$ cat src/design/cscr_pkg.sv
// shared constants and carriers for the core system control register bank
package cscr_pkg;
    localparam logic [7:0] CSCR_OFS_LOW_POWER = 8'h10;
    localparam logic [7:0] CSCR_OFS_CORE_CFG = 8'h14;
    localparam logic [7:0] CSCR_OFS_PRI1 = 8'h18;
    localparam logic [7:0] CSCR_OFS_PRI2 = 8'h1C;
    localparam logic [7:0] CSCR_OFS_PRI3 = 8'h20;
    // low_power_control fields
    localparam int CSCR_LP_AFTER_HANDLER_BIT = 1;
    localparam int CSCR_LP_DEEP_BIT = 2;
    localparam int CSCR_LP_WAKE_ANY_BIT = 4;
    localparam logic [31:0] CSCR_LP_RESET = 32'h0000_0000;
    // core_config_control fields
    localparam int CSCR_CC_THREAD_ANY_BIT = 0;
    localparam int CSCR_CC_UNPRIV_TRIG_BIT = 1;
    localparam int CSCR_CC_MISALIGN_BIT = 3;
    localparam int CSCR_CC_DIV_TRAP_BIT = 4;
    localparam int CSCR_CC_BF_IGNORE_BIT = 8;
    localparam int CSCR_CC_ALIGN8_BIT = 9;
    localparam logic [31:0] CSCR_CC_RESET = 32'h0000_0200;
    // priority fields: only the upper nibble is kept
    localparam int CSCR_PRI_COUNT = 6;
    localparam logic [3:0] CSCR_PRI_RESET = 4'h0;
    localparam int CSCR_STACKED_ALIGN_BIT = 9;
    localparam logic [31:0] CSCR_PAD_BYTES = 32'h0000_0004;
    localparam logic [1:0] CSCR_HTRANS_NONSEQ = 2'h2;

    typedef enum logic [1:0] {
        CSCR_LP_RUN,
        CSCR_LP_EVENT_WAIT,
        CSCR_LP_SLEEP
    } cscr_lp_state_t;

    typedef struct packed {
        logic hsel;
        logic [31:0] haddr;
        logic [1:0] htrans;
        logic hwrite;
        logic [2:0] hsize;
        logic [3:0] hprot;
        logic [31:0] hwdata;
        logic hready;
    } cscr_ahb_req_t;

    typedef struct packed {
        logic hreadyout;
        logic hresp;
        logic [31:0] hrdata;
    } cscr_ahb_rsp_t;

    typedef struct packed {
        logic wait_for_event_instr;
        logic send_event_instr;
        logic ext_event;
        logic enabled_event;
        logic enabled_irq_pending;
        logic disabled_irq_pending;
        logic handler_exit;
        logic exc_entry;
        logic exception_exit;
        logic [31:0] sp;
        logic [31:0] stacked_status;
        logic data_bus_fault;
        logic neg_priority;
        logic div_exec;
        logic divisor_zero;
        logic access_valid;
        logic access_unaligned;
        logic access_multi_double;
        logic sw_trigger_write;
        logic sw_trigger_privileged;
        logic thread_return;
        logic others_active;
        logic [2:0] prigroup;
    } cscr_core_in_t;

    typedef struct packed {
        logic sleep;
        logic deep_sleep;
        logic wake;
        logic [31:0] frame_sp;
        logic frame_padded;
        logic [31:0] restored_sp;
        logic bus_fault_ignored;
        logic lockup;
        logic div_trap;
        logic div_zero_quotient;
        logic usage_fault;
        logic sw_trigger_allow;
        logic sw_trigger_deny;
        logic thread_entry_ok;
        logic thread_entry_fault;
        logic [CSCR_PRI_COUNT-1:0][7:0] group_pri;
    } cscr_core_out_t;
endpackage

$ cat src/design/cscr_regs.sv
// core system control register bank with its AHB-Lite slave and core-side controls
// How it works
// - wake-on-pending lets disabled interrupts wake too
// - pending event wakes wait, else latched
// - send-event or external event also wakes
// - deep-sleep bit chooses sleep versus deep
// - sleep on handler-to-thread return when set
// - stacked bit 9 records and restores padding
// - alignment bit picks 4 or 8 byte frame
// - top handlers ignore bus faults, else lockup
// - divide-trap bit traps zero divisor divides
// - untrapped zero divide gives quotient zero
// - misalignment-trap bit faults unaligned half/word
// - unaligned multiple/doubleword accesses always fault
// - trigger bit gates unprivileged interrupt trigger writes
// - thread entry only at base unless enabled
// - byte-accessible priorities for configurable handlers
// - fields 4,5,6 / 11 / 14,15 per register
// - low four priority bits read zero
// - privileged access only; reserved bits written zero
// - preemption uses only group priority bits
//
// Implementation choice: the AHB-Lite slave port.
`timescale 1ns/1ps
`default_nettype none
module cscr_regs (
    // clock and reset
    input wire logic clk_in,
    input wire logic reset_n_in,
    // register bus
    input wire cscr_pkg::cscr_ahb_req_t ahb_in,
    output cscr_pkg::cscr_ahb_rsp_t ahb_out,
    // core side
    input wire cscr_pkg::cscr_core_in_t core_in,
    output cscr_pkg::cscr_core_out_t core_out
);
    import cscr_pkg::*;

    typedef struct packed {
        logic wake_any;
        logic deep_sel;
        logic after_handler;
        logic align8;
        logic bf_ignore;
        logic div_trap;
        logic misalign_trap;
        logic unpriv_trig;
        logic thread_any;
        logic [CSCR_PRI_COUNT-1:0][3:0] pri;
        logic ph_valid;
        logic ph_write;
        logic [7:0] ph_addr;
        logic [2:0] ph_size;
        logic [31:0] rdata;
        cscr_lp_state_t lp_state;
        logic event_latch;
        cscr_core_out_t o;
    } cscr_state_t;

    cscr_state_t st_reg;
    cscr_state_t st_next;

    // byte lanes touched by a transfer of the given size
    function automatic logic [31:0] lane_mask(input logic [2:0] size, input logic [1:0] addr);
        logic [31:0] m;
        m = 32'h0000_0000;
        unique case (size)
            3'h0: m = 32'h0000_00FF << {addr, 3'h0};
            3'h1: m = addr[1] ? 32'hFFFF_0000 : 32'h0000_FFFF;
            default: m = 32'hFFFF_FFFF;
        endcase
        return m;
    endfunction

    // read image of one register; reserved and unimplemented bits are zero
    function automatic logic [31:0] read_word(input cscr_state_t s, input logic [7:0] addr);
        logic [31:0] w;
        w = 32'h0000_0000;
        unique case (addr)
            CSCR_OFS_LOW_POWER: begin
                w[CSCR_LP_WAKE_ANY_BIT] = s.wake_any;
                w[CSCR_LP_DEEP_BIT] = s.deep_sel;
                w[CSCR_LP_AFTER_HANDLER_BIT] = s.after_handler;
            end
            CSCR_OFS_CORE_CFG: begin
                w[CSCR_CC_ALIGN8_BIT] = s.align8;
                w[CSCR_CC_BF_IGNORE_BIT] = s.bf_ignore;
                w[CSCR_CC_DIV_TRAP_BIT] = s.div_trap;
                w[CSCR_CC_MISALIGN_BIT] = s.misalign_trap;
                w[CSCR_CC_UNPRIV_TRIG_BIT] = s.unpriv_trig;
                w[CSCR_CC_THREAD_ANY_BIT] = s.thread_any;
            end
            CSCR_OFS_PRI1: w = {8'h00, s.pri[2], 4'h0, s.pri[1], 4'h0, s.pri[0], 4'h0};
            CSCR_OFS_PRI2: w = {s.pri[3], 4'h0, 24'h00_0000};
            CSCR_OFS_PRI3: w = {s.pri[5], 4'h0, s.pri[4], 4'h0, 16'h0000};
            default: w = 32'h0000_0000;
        endcase
        return w;
    endfunction

    // keep only the group part of a priority for the current binary point
    function automatic logic [7:0] group_part(input logic [3:0] pri, input logic [2:0] grp);
        logic [7:0] m;
        m = 8'hF0;
        unique case (grp)
            3'h4: m = 8'hE0;
            3'h5: m = 8'hC0;
            3'h6: m = 8'h80;
            3'h7: m = 8'h00;
            default: m = 8'hF0;
        endcase
        return {pri, 4'h0} & m;
    endfunction

    logic [31:0] wmask;
    logic [31:0] wword;
    logic wake_src;
    logic addr_phase;
    logic [7:0] waddr;

    always_comb begin
        st_next = st_reg;
        // byte writes to an upper priority byte decode on the word, the lanes pick the byte
        waddr = {st_reg.ph_addr[7:2], 2'h0};
        wmask = lane_mask(st_reg.ph_size, st_reg.ph_addr[1:0]);
        wword = (read_word(st_reg, waddr) & ~wmask) | (ahb_in.hwdata & wmask);
        addr_phase = ahb_in.hsel && ahb_in.hready && ahb_in.htrans == CSCR_HTRANS_NONSEQ;

        // data phase of a write; reserved bits never reach storage
        if (st_reg.ph_valid && st_reg.ph_write) begin
            unique case (waddr)
                CSCR_OFS_LOW_POWER: begin
                    st_next.wake_any = wword[CSCR_LP_WAKE_ANY_BIT];
                    st_next.deep_sel = wword[CSCR_LP_DEEP_BIT];
                    st_next.after_handler = wword[CSCR_LP_AFTER_HANDLER_BIT];
                end
                CSCR_OFS_CORE_CFG: begin
                    st_next.align8 = wword[CSCR_CC_ALIGN8_BIT];
                    st_next.bf_ignore = wword[CSCR_CC_BF_IGNORE_BIT];
                    st_next.div_trap = wword[CSCR_CC_DIV_TRAP_BIT];
                    st_next.misalign_trap = wword[CSCR_CC_MISALIGN_BIT];
                    st_next.unpriv_trig = wword[CSCR_CC_UNPRIV_TRIG_BIT];
                    st_next.thread_any = wword[CSCR_CC_THREAD_ANY_BIT];
                end
                CSCR_OFS_PRI1: begin
                    st_next.pri[0] = wword[7:4];
                    st_next.pri[1] = wword[15:12];
                    st_next.pri[2] = wword[23:20];
                end
                CSCR_OFS_PRI2: st_next.pri[3] = wword[31:28];
                CSCR_OFS_PRI3: begin
                    st_next.pri[4] = wword[23:20];
                    st_next.pri[5] = wword[31:28];
                end
                default: st_next.pri = st_reg.pri;
            endcase
        end

        // unprivileged transfers are taken but neither store nor return data
        st_next.ph_valid = addr_phase && ahb_in.hprot[1];
        st_next.ph_write = ahb_in.hwrite;
        st_next.ph_addr = ahb_in.haddr[7:0];
        st_next.ph_size = ahb_in.hsize;
        // read taken from the updated copy so a write just before is seen
        st_next.rdata = (st_next.ph_valid && !ahb_in.hwrite) ?
            read_word(st_next, {ahb_in.haddr[7:2], 2'h0}) : 32'h0000_0000;

        // wake sources; disabled interrupts count only with wake-on-pending
        wake_src = core_in.send_event_instr || core_in.ext_event || core_in.enabled_event ||
            core_in.enabled_irq_pending || (st_reg.wake_any && core_in.disabled_irq_pending);
        st_next.o.wake = 1'b0;
        st_next.event_latch = st_reg.event_latch;
        unique case (st_reg.lp_state)
            CSCR_LP_RUN: begin
                if (core_in.wait_for_event_instr && (st_reg.event_latch || wake_src)) begin
                    st_next.event_latch = 1'b0;
                end else if (core_in.wait_for_event_instr) begin
                    st_next.lp_state = CSCR_LP_EVENT_WAIT;
                end else if (wake_src) begin
                    st_next.event_latch = 1'b1;
                end
                if (core_in.handler_exit && st_reg.after_handler && !core_in.wait_for_event_instr) begin
                    st_next.lp_state = CSCR_LP_SLEEP;
                end
            end
            CSCR_LP_EVENT_WAIT: begin
                if (wake_src) begin
                    st_next.lp_state = CSCR_LP_RUN;
                    st_next.o.wake = 1'b1;
                end
            end
            CSCR_LP_SLEEP: begin
                if (core_in.enabled_irq_pending ||
                    (st_reg.wake_any && core_in.disabled_irq_pending)) begin
                    st_next.lp_state = CSCR_LP_RUN;
                    st_next.o.wake = 1'b1;
                end
            end
        endcase
        st_next.o.sleep = st_next.lp_state != CSCR_LP_RUN && !st_next.deep_sel;
        st_next.o.deep_sleep = st_next.lp_state != CSCR_LP_RUN && st_next.deep_sel;

        // frame alignment on entry; stacked bit 9 undoes the pad on return
        if (core_in.exc_entry) begin
            st_next.o.frame_padded = st_reg.align8 && core_in.sp[2];
            st_next.o.frame_sp = st_reg.align8 ? {core_in.sp[31:3], 3'h0} :
                {core_in.sp[31:2], 2'h0};
        end
        if (core_in.exception_exit) begin
            st_next.o.restored_sp = core_in.stacked_status[CSCR_STACKED_ALIGN_BIT] ?
                core_in.sp + CSCR_PAD_BYTES : core_in.sp;
        end

        // bus faults at priority -1/-2; lockup holds until reset
        st_next.o.bus_fault_ignored = core_in.data_bus_fault && core_in.neg_priority && st_reg.bf_ignore;
        if (core_in.data_bus_fault && core_in.neg_priority && !st_reg.bf_ignore) begin
            st_next.o.lockup = 1'b1;
        end

        st_next.o.div_trap = core_in.div_exec && core_in.divisor_zero && st_reg.div_trap;
        st_next.o.div_zero_quotient = core_in.div_exec && core_in.divisor_zero && !st_reg.div_trap;
        st_next.o.usage_fault = core_in.access_valid && core_in.access_unaligned &&
            (core_in.access_multi_double || st_reg.misalign_trap);

        st_next.o.sw_trigger_allow = core_in.sw_trigger_write &&
            (core_in.sw_trigger_privileged || st_reg.unpriv_trig);
        st_next.o.sw_trigger_deny = core_in.sw_trigger_write && !core_in.sw_trigger_privileged &&
            !st_reg.unpriv_trig;

        st_next.o.thread_entry_ok = core_in.thread_return && (!core_in.others_active || st_reg.thread_any);
        st_next.o.thread_entry_fault = core_in.thread_return && core_in.others_active && !st_reg.thread_any;

        for (int i = 0; i < CSCR_PRI_COUNT; i++) begin
            st_next.o.group_pri[i] = group_part(st_next.pri[i], core_in.prigroup);
        end

        // synchronous reset: outputs clear and state takes its reset values on the edge that sees it low
        if (!reset_n_in) begin
            st_next = '0;
            st_next.wake_any = CSCR_LP_RESET[CSCR_LP_WAKE_ANY_BIT];
            st_next.deep_sel = CSCR_LP_RESET[CSCR_LP_DEEP_BIT];
            st_next.after_handler = CSCR_LP_RESET[CSCR_LP_AFTER_HANDLER_BIT];
            st_next.align8 = CSCR_CC_RESET[CSCR_CC_ALIGN8_BIT];
            st_next.bf_ignore = CSCR_CC_RESET[CSCR_CC_BF_IGNORE_BIT];
            st_next.div_trap = CSCR_CC_RESET[CSCR_CC_DIV_TRAP_BIT];
            st_next.misalign_trap = CSCR_CC_RESET[CSCR_CC_MISALIGN_BIT];
            st_next.unpriv_trig = CSCR_CC_RESET[CSCR_CC_UNPRIV_TRIG_BIT];
            st_next.thread_any = CSCR_CC_RESET[CSCR_CC_THREAD_ANY_BIT];
            st_next.pri = {CSCR_PRI_COUNT{CSCR_PRI_RESET}};
            st_next.lp_state = CSCR_LP_RUN;
        end
    end

    always_ff @(posedge clk_in) begin
        st_reg <= st_next;
    end

    // zero wait states; every answer is OKAY
    assign ahb_out.hreadyout = 1'b1;
    assign ahb_out.hresp = 1'b0;
    assign ahb_out.hrdata = st_reg.rdata;
    assign core_out = st_reg.o;
endmodule
`default_nettype wire

$ cat config.mk
export PLATFORM = sky130hd
export DESIGN_NAME = cscr_regs
export DESIGN_NICKNAME = d
export VERILOG_FILES = /design/src/design/cscr_pkg.sv /design/src/design/cscr_regs.sv
export SDC_FILE = /design/constraint.sdc
export NUM_CORES = 1
export LEC_CHECK = 0
export BUFFER_PORTS_ARGS = -buffer_cell sky130_fd_sc_hd__buf_4
export CAP_MARGIN = 20
export CORE_MARGIN = 8
export CORE_UTILIZATION = 30
export DETAILED_ROUTE_END_ITERATION = 8
export GPL_TIMING_DRIVEN = 1
export SLEW_MARGIN = 25
export SYNTH_ARGS = -nofsm -noshare
export SYNTH_HDL_FRONTEND = slang
export SYNTH_SLANG_ARGS = --single-unit
$ cat constraint.sdc
create_clock -name clk_in -period 2.6 [get_ports clk_in]
set_input_delay 0.78 -clock clk_in [delete_from_list [all_inputs] [get_ports clk_in]]
set_output_delay 0.78 -clock clk_in [all_outputs]
set_load 0.01 [all_outputs]
==> metrics.log <==
[metrics] clock tree from TritonCTS: yes
[metrics] reported max-cap violation count: 0
[metrics] FF-to-FF setup slack: approximately 0.4 ns
[metrics] path type of the worst setup path: register to register
[metrics] CTS-repair resized insts: 0
[metrics] number of buffers created by CTS: 17
[metrics] PwrDens: roughly 650 nW/um2
[metrics] Leakage: around 4.0 nW
[metrics] area of the mapped netlist: 7605 um2
[metrics] CTS Hold Bufs: 0
[metrics] Synth cell types: 55
[metrics] CP delay by family, top: simple AND/OR/NAND/NOR gates
[metrics] root cell of the clock tree: clkbuf_16
[metrics] Slew Limit Headroom: 0.6115
[metrics] highest cell delay on the worst timing path: 0.62 ns
[metrics] Antenna diodes: 0
[metrics] Worst-Margin Slew: just under 0.6 ns
[metrics] Die Height: ~180 um
[metrics] All-Layer GR Usage: 0.1294
[metrics] Final #Nets: between 1k and 1.5k
[metrics] setup repair after global routing missed its margin: no
[metrics] worst-case clock buffer depth: 2
[metrics] total of buffers placed on input and output ports: roughly 220
[metrics] commonest non-fill, non-tap cell in the layout: buf_4
[metrics] Die Footprint: about 30000 um2
[metrics] Yosys warning total: 0
[metrics] post-placement cell count: 1243
[metrics] worst slack after detailed placement: around 0.19 ns
[metrics] average detailed-routed wire length per instance: between 15 and 20 um
[metrics] Highest Clock Rate: 454.1 MHz
[metrics] number of flip-flops and latches in the synthesized netlist: 170
[metrics] cell area after layout: about 9200 um2
[metrics] number of flip-flops in the largest register: 99
[metrics] result of the run: complete, no violations
[metrics] crit path time final: around 2.2 ns
[metrics] most used flip-flop cell after synthesis: dfxtp_1
[metrics] worst path arrival time: between 2 and 3 ns
[metrics] gate count after technology mapping: 835
[metrics] Final Hold Violating Endpoints: 0
[metrics] via count of the first global-routing pass: roughly 5.7k
[metrics] sequential-to-total area share from yosys stat: 0.4475
[metrics] category of the worst setup path capture point: register
[metrics] wire length of the first global-routing pass: 31.78 mm
[metrics] number of design rule violations left after detail routing: 0
[metrics] maximum number of pins on one net before global-route repair: 63
[metrics] remaining global-route overflow: 0
[metrics] synthesized area per cell: about 9.1 um2
[metrics] clock-pin transition on the worst setup and hold timing paths: around 0.070 ns
[metrics] number of I/O pins: roughly 320
[metrics] buffers inserted during post-CTS setup optimization: 0
[metrics] overall routed net length: a little over 20 mm
[metrics] largest voltage drop on the vdd net: 0.3239 mV
[metrics] setup total negative slack: 0 ns
[metrics] clock sinks: 170
[metrics] cell with the biggest individual delay on the critical path: or4b_4
[metrics] ordered cell list for the critical path: or4b_4 -> nor3_4 -> buf_4 -> nor2b_1 -> buf_4 -> mux2i_1 -> nor2_1
[metrics] setup slack of the critical path after layout: approximately 0.40 ns
[metrics] Startpoint Class: register
[metrics] most frequent cells in the layout: buf_4, dfxtp_1, nor2_1
[metrics] Setup violations, final: 0
[metrics] placeable core area: roughly 25000 um2
[metrics] instance area at placement: between 8000 and 9000 um2
[metrics] fraction of layout cells with a size suffix above 1: 0.2921
[metrics] Row Count: slightly below 60
[metrics] source-to-sink clock delay at the later pin of the worst-skew pair: approximately 0.43 ns
[metrics] type of the worst min-delay path: register to register
[metrics] Iter 0 DRT Violations: around 210
[metrics] Avg Vias per Cell: roughly 4.4
[metrics] gp weighted congestion: between 0.8 and 0.9
[metrics] number of flops mapped to enable cells by yosys: 0
[metrics] ys async rst share: 0
[metrics] crit-path max FO: 8
[metrics] floorplan die width: around 180 um
[metrics] cell seen most often among critical-path stages: buf_4
[metrics] Initial Util: 0.3037
[metrics] Antenna Violating Nets Remaining: 0
[metrics] DP HPWL: ~16 mm
[metrics] number of antenna violations at the first check in global routing: 0
[metrics] final cell count without fillers: about 1.3k
[metrics] number of buffers and inverters on the critical path: 2
[metrics] Pre-antenna DRT Iters: 4
[metrics] overall power consumption: 5.959 mW
[metrics] max-slew violation count: 0
[metrics] Tcrit/Tclk final: 0.8470
[metrics] DR vias: 5559
[metrics] final setup skew: around 0.012 ns
[metrics] post-synthesis to final-layout area growth: 20.91%
[metrics] H-tree levels: 4
[metrics] Worst EP required: around 2.9 ns
## metrics by stage
| step | hold WS (ns) | util |
|---|---|---|
| after floorplan | 0.4183 | - |
| after global placement | 0.4424 | 0.3427 |
| after detailed placement | 0.4439 | 0.3427 |
| after CTS | 0.4572 | 0.3673 |
| after global routing | 0.4903 | 0.3673 |
| final | 0.4544 | 0.3673 |
## layer usage
layer / vias to the layer above / wire length (um) / GRT usage
li1: 2783 / - / -
met1: 2597 / 8457 / 0.1461
met2: 164 / 9629 / 0.2185
met3: 15 / 1882 / 0.05849
met4: 0 / 191 / 0.03285
met5: - / 0 / 0
## worst min-delay path, stage by stage (launching register included)
cell     delay (ns)
dfxtp_1        0.33
nand2_1        0.06
nor2_1         0.03
## where the power goes
group	switching [mW]	internal, mW
Clock	1.19	1.46
Combinational	0.311	0.275
Sequential	0.0427	2.68
## synth_stat cells (all sizes together), types with 7 or more instances
library cell | instances | share of area
dfxtp | 170 | 0.45
buf | 161 | 0.16
nor2 | 148 | 0.073
mux2i | 65 | 0.087
a21oi | 32 | 0.021
clkbuf | 30 | 0.015
nand2 | 30 | 0.016
o21ai | 22 | 0.014
xnor2 | 18 | 0.021
and2 | 15 | 0.012
inv | 14 | 0.0069
nor3 | 14 | 0.011
nand4 | 13 | 0.011
a211oi | 12 | 0.012
nand3 | 12 | 0.0086
xor2 | 10 | 0.012
a22oi | 9 | 0.0089
o22ai | 8 | 0.0066
nand2b | 7 | 0.0058
## cells by family after synthesis
| kind of cell | share of synthesized area |
|---|---|
| XOR/XNOR | 0.03225 |
| multiplexers | 0.09016 |
| flip-flops | 0.4475 |
| AND/OR/NAND/NOR | 0.1622 |
| AO/OA/AOI/OAI | 0.07947 |
| buffers and inverters | 0.1808 |
| other | 0.0009875 |
| adder cells (fa/ha/maj) | 0.006581 |
## final cells by class
cell class                      count  area (um2)
Fill cell                        2585       15840
Sequential cell                   170        3403
Multi-Input combinational cell    496        2962
Timing Repair Buffer              233        1749
Clock buffer                       18       429.2
Tap cell                          330       412.9
Clock inverter                     14       186.4
Inverter                           14       52.55
## worst paths after layout
kind | depth (start not counted) | endpoint | start
hold / removal | 2 | core_out[56]$_SDFF_PN0_ | st_reg[201]$_SDFF_PN0_
setup / recovery | 7 | core_out[12]$_SDFF_PN0_ | st_reg[170]$_SDFF_PN0_
hold reg to reg | 2 | core_out[56]$_SDFF_PN0_ | st_reg[201]$_SDFF_PN0_
setup reg to reg | 7 | core_out[12]$_SDFF_PN0_ | st_reg[170]$_SDFF_PN0_
Power figures use the tool's default switching activity.
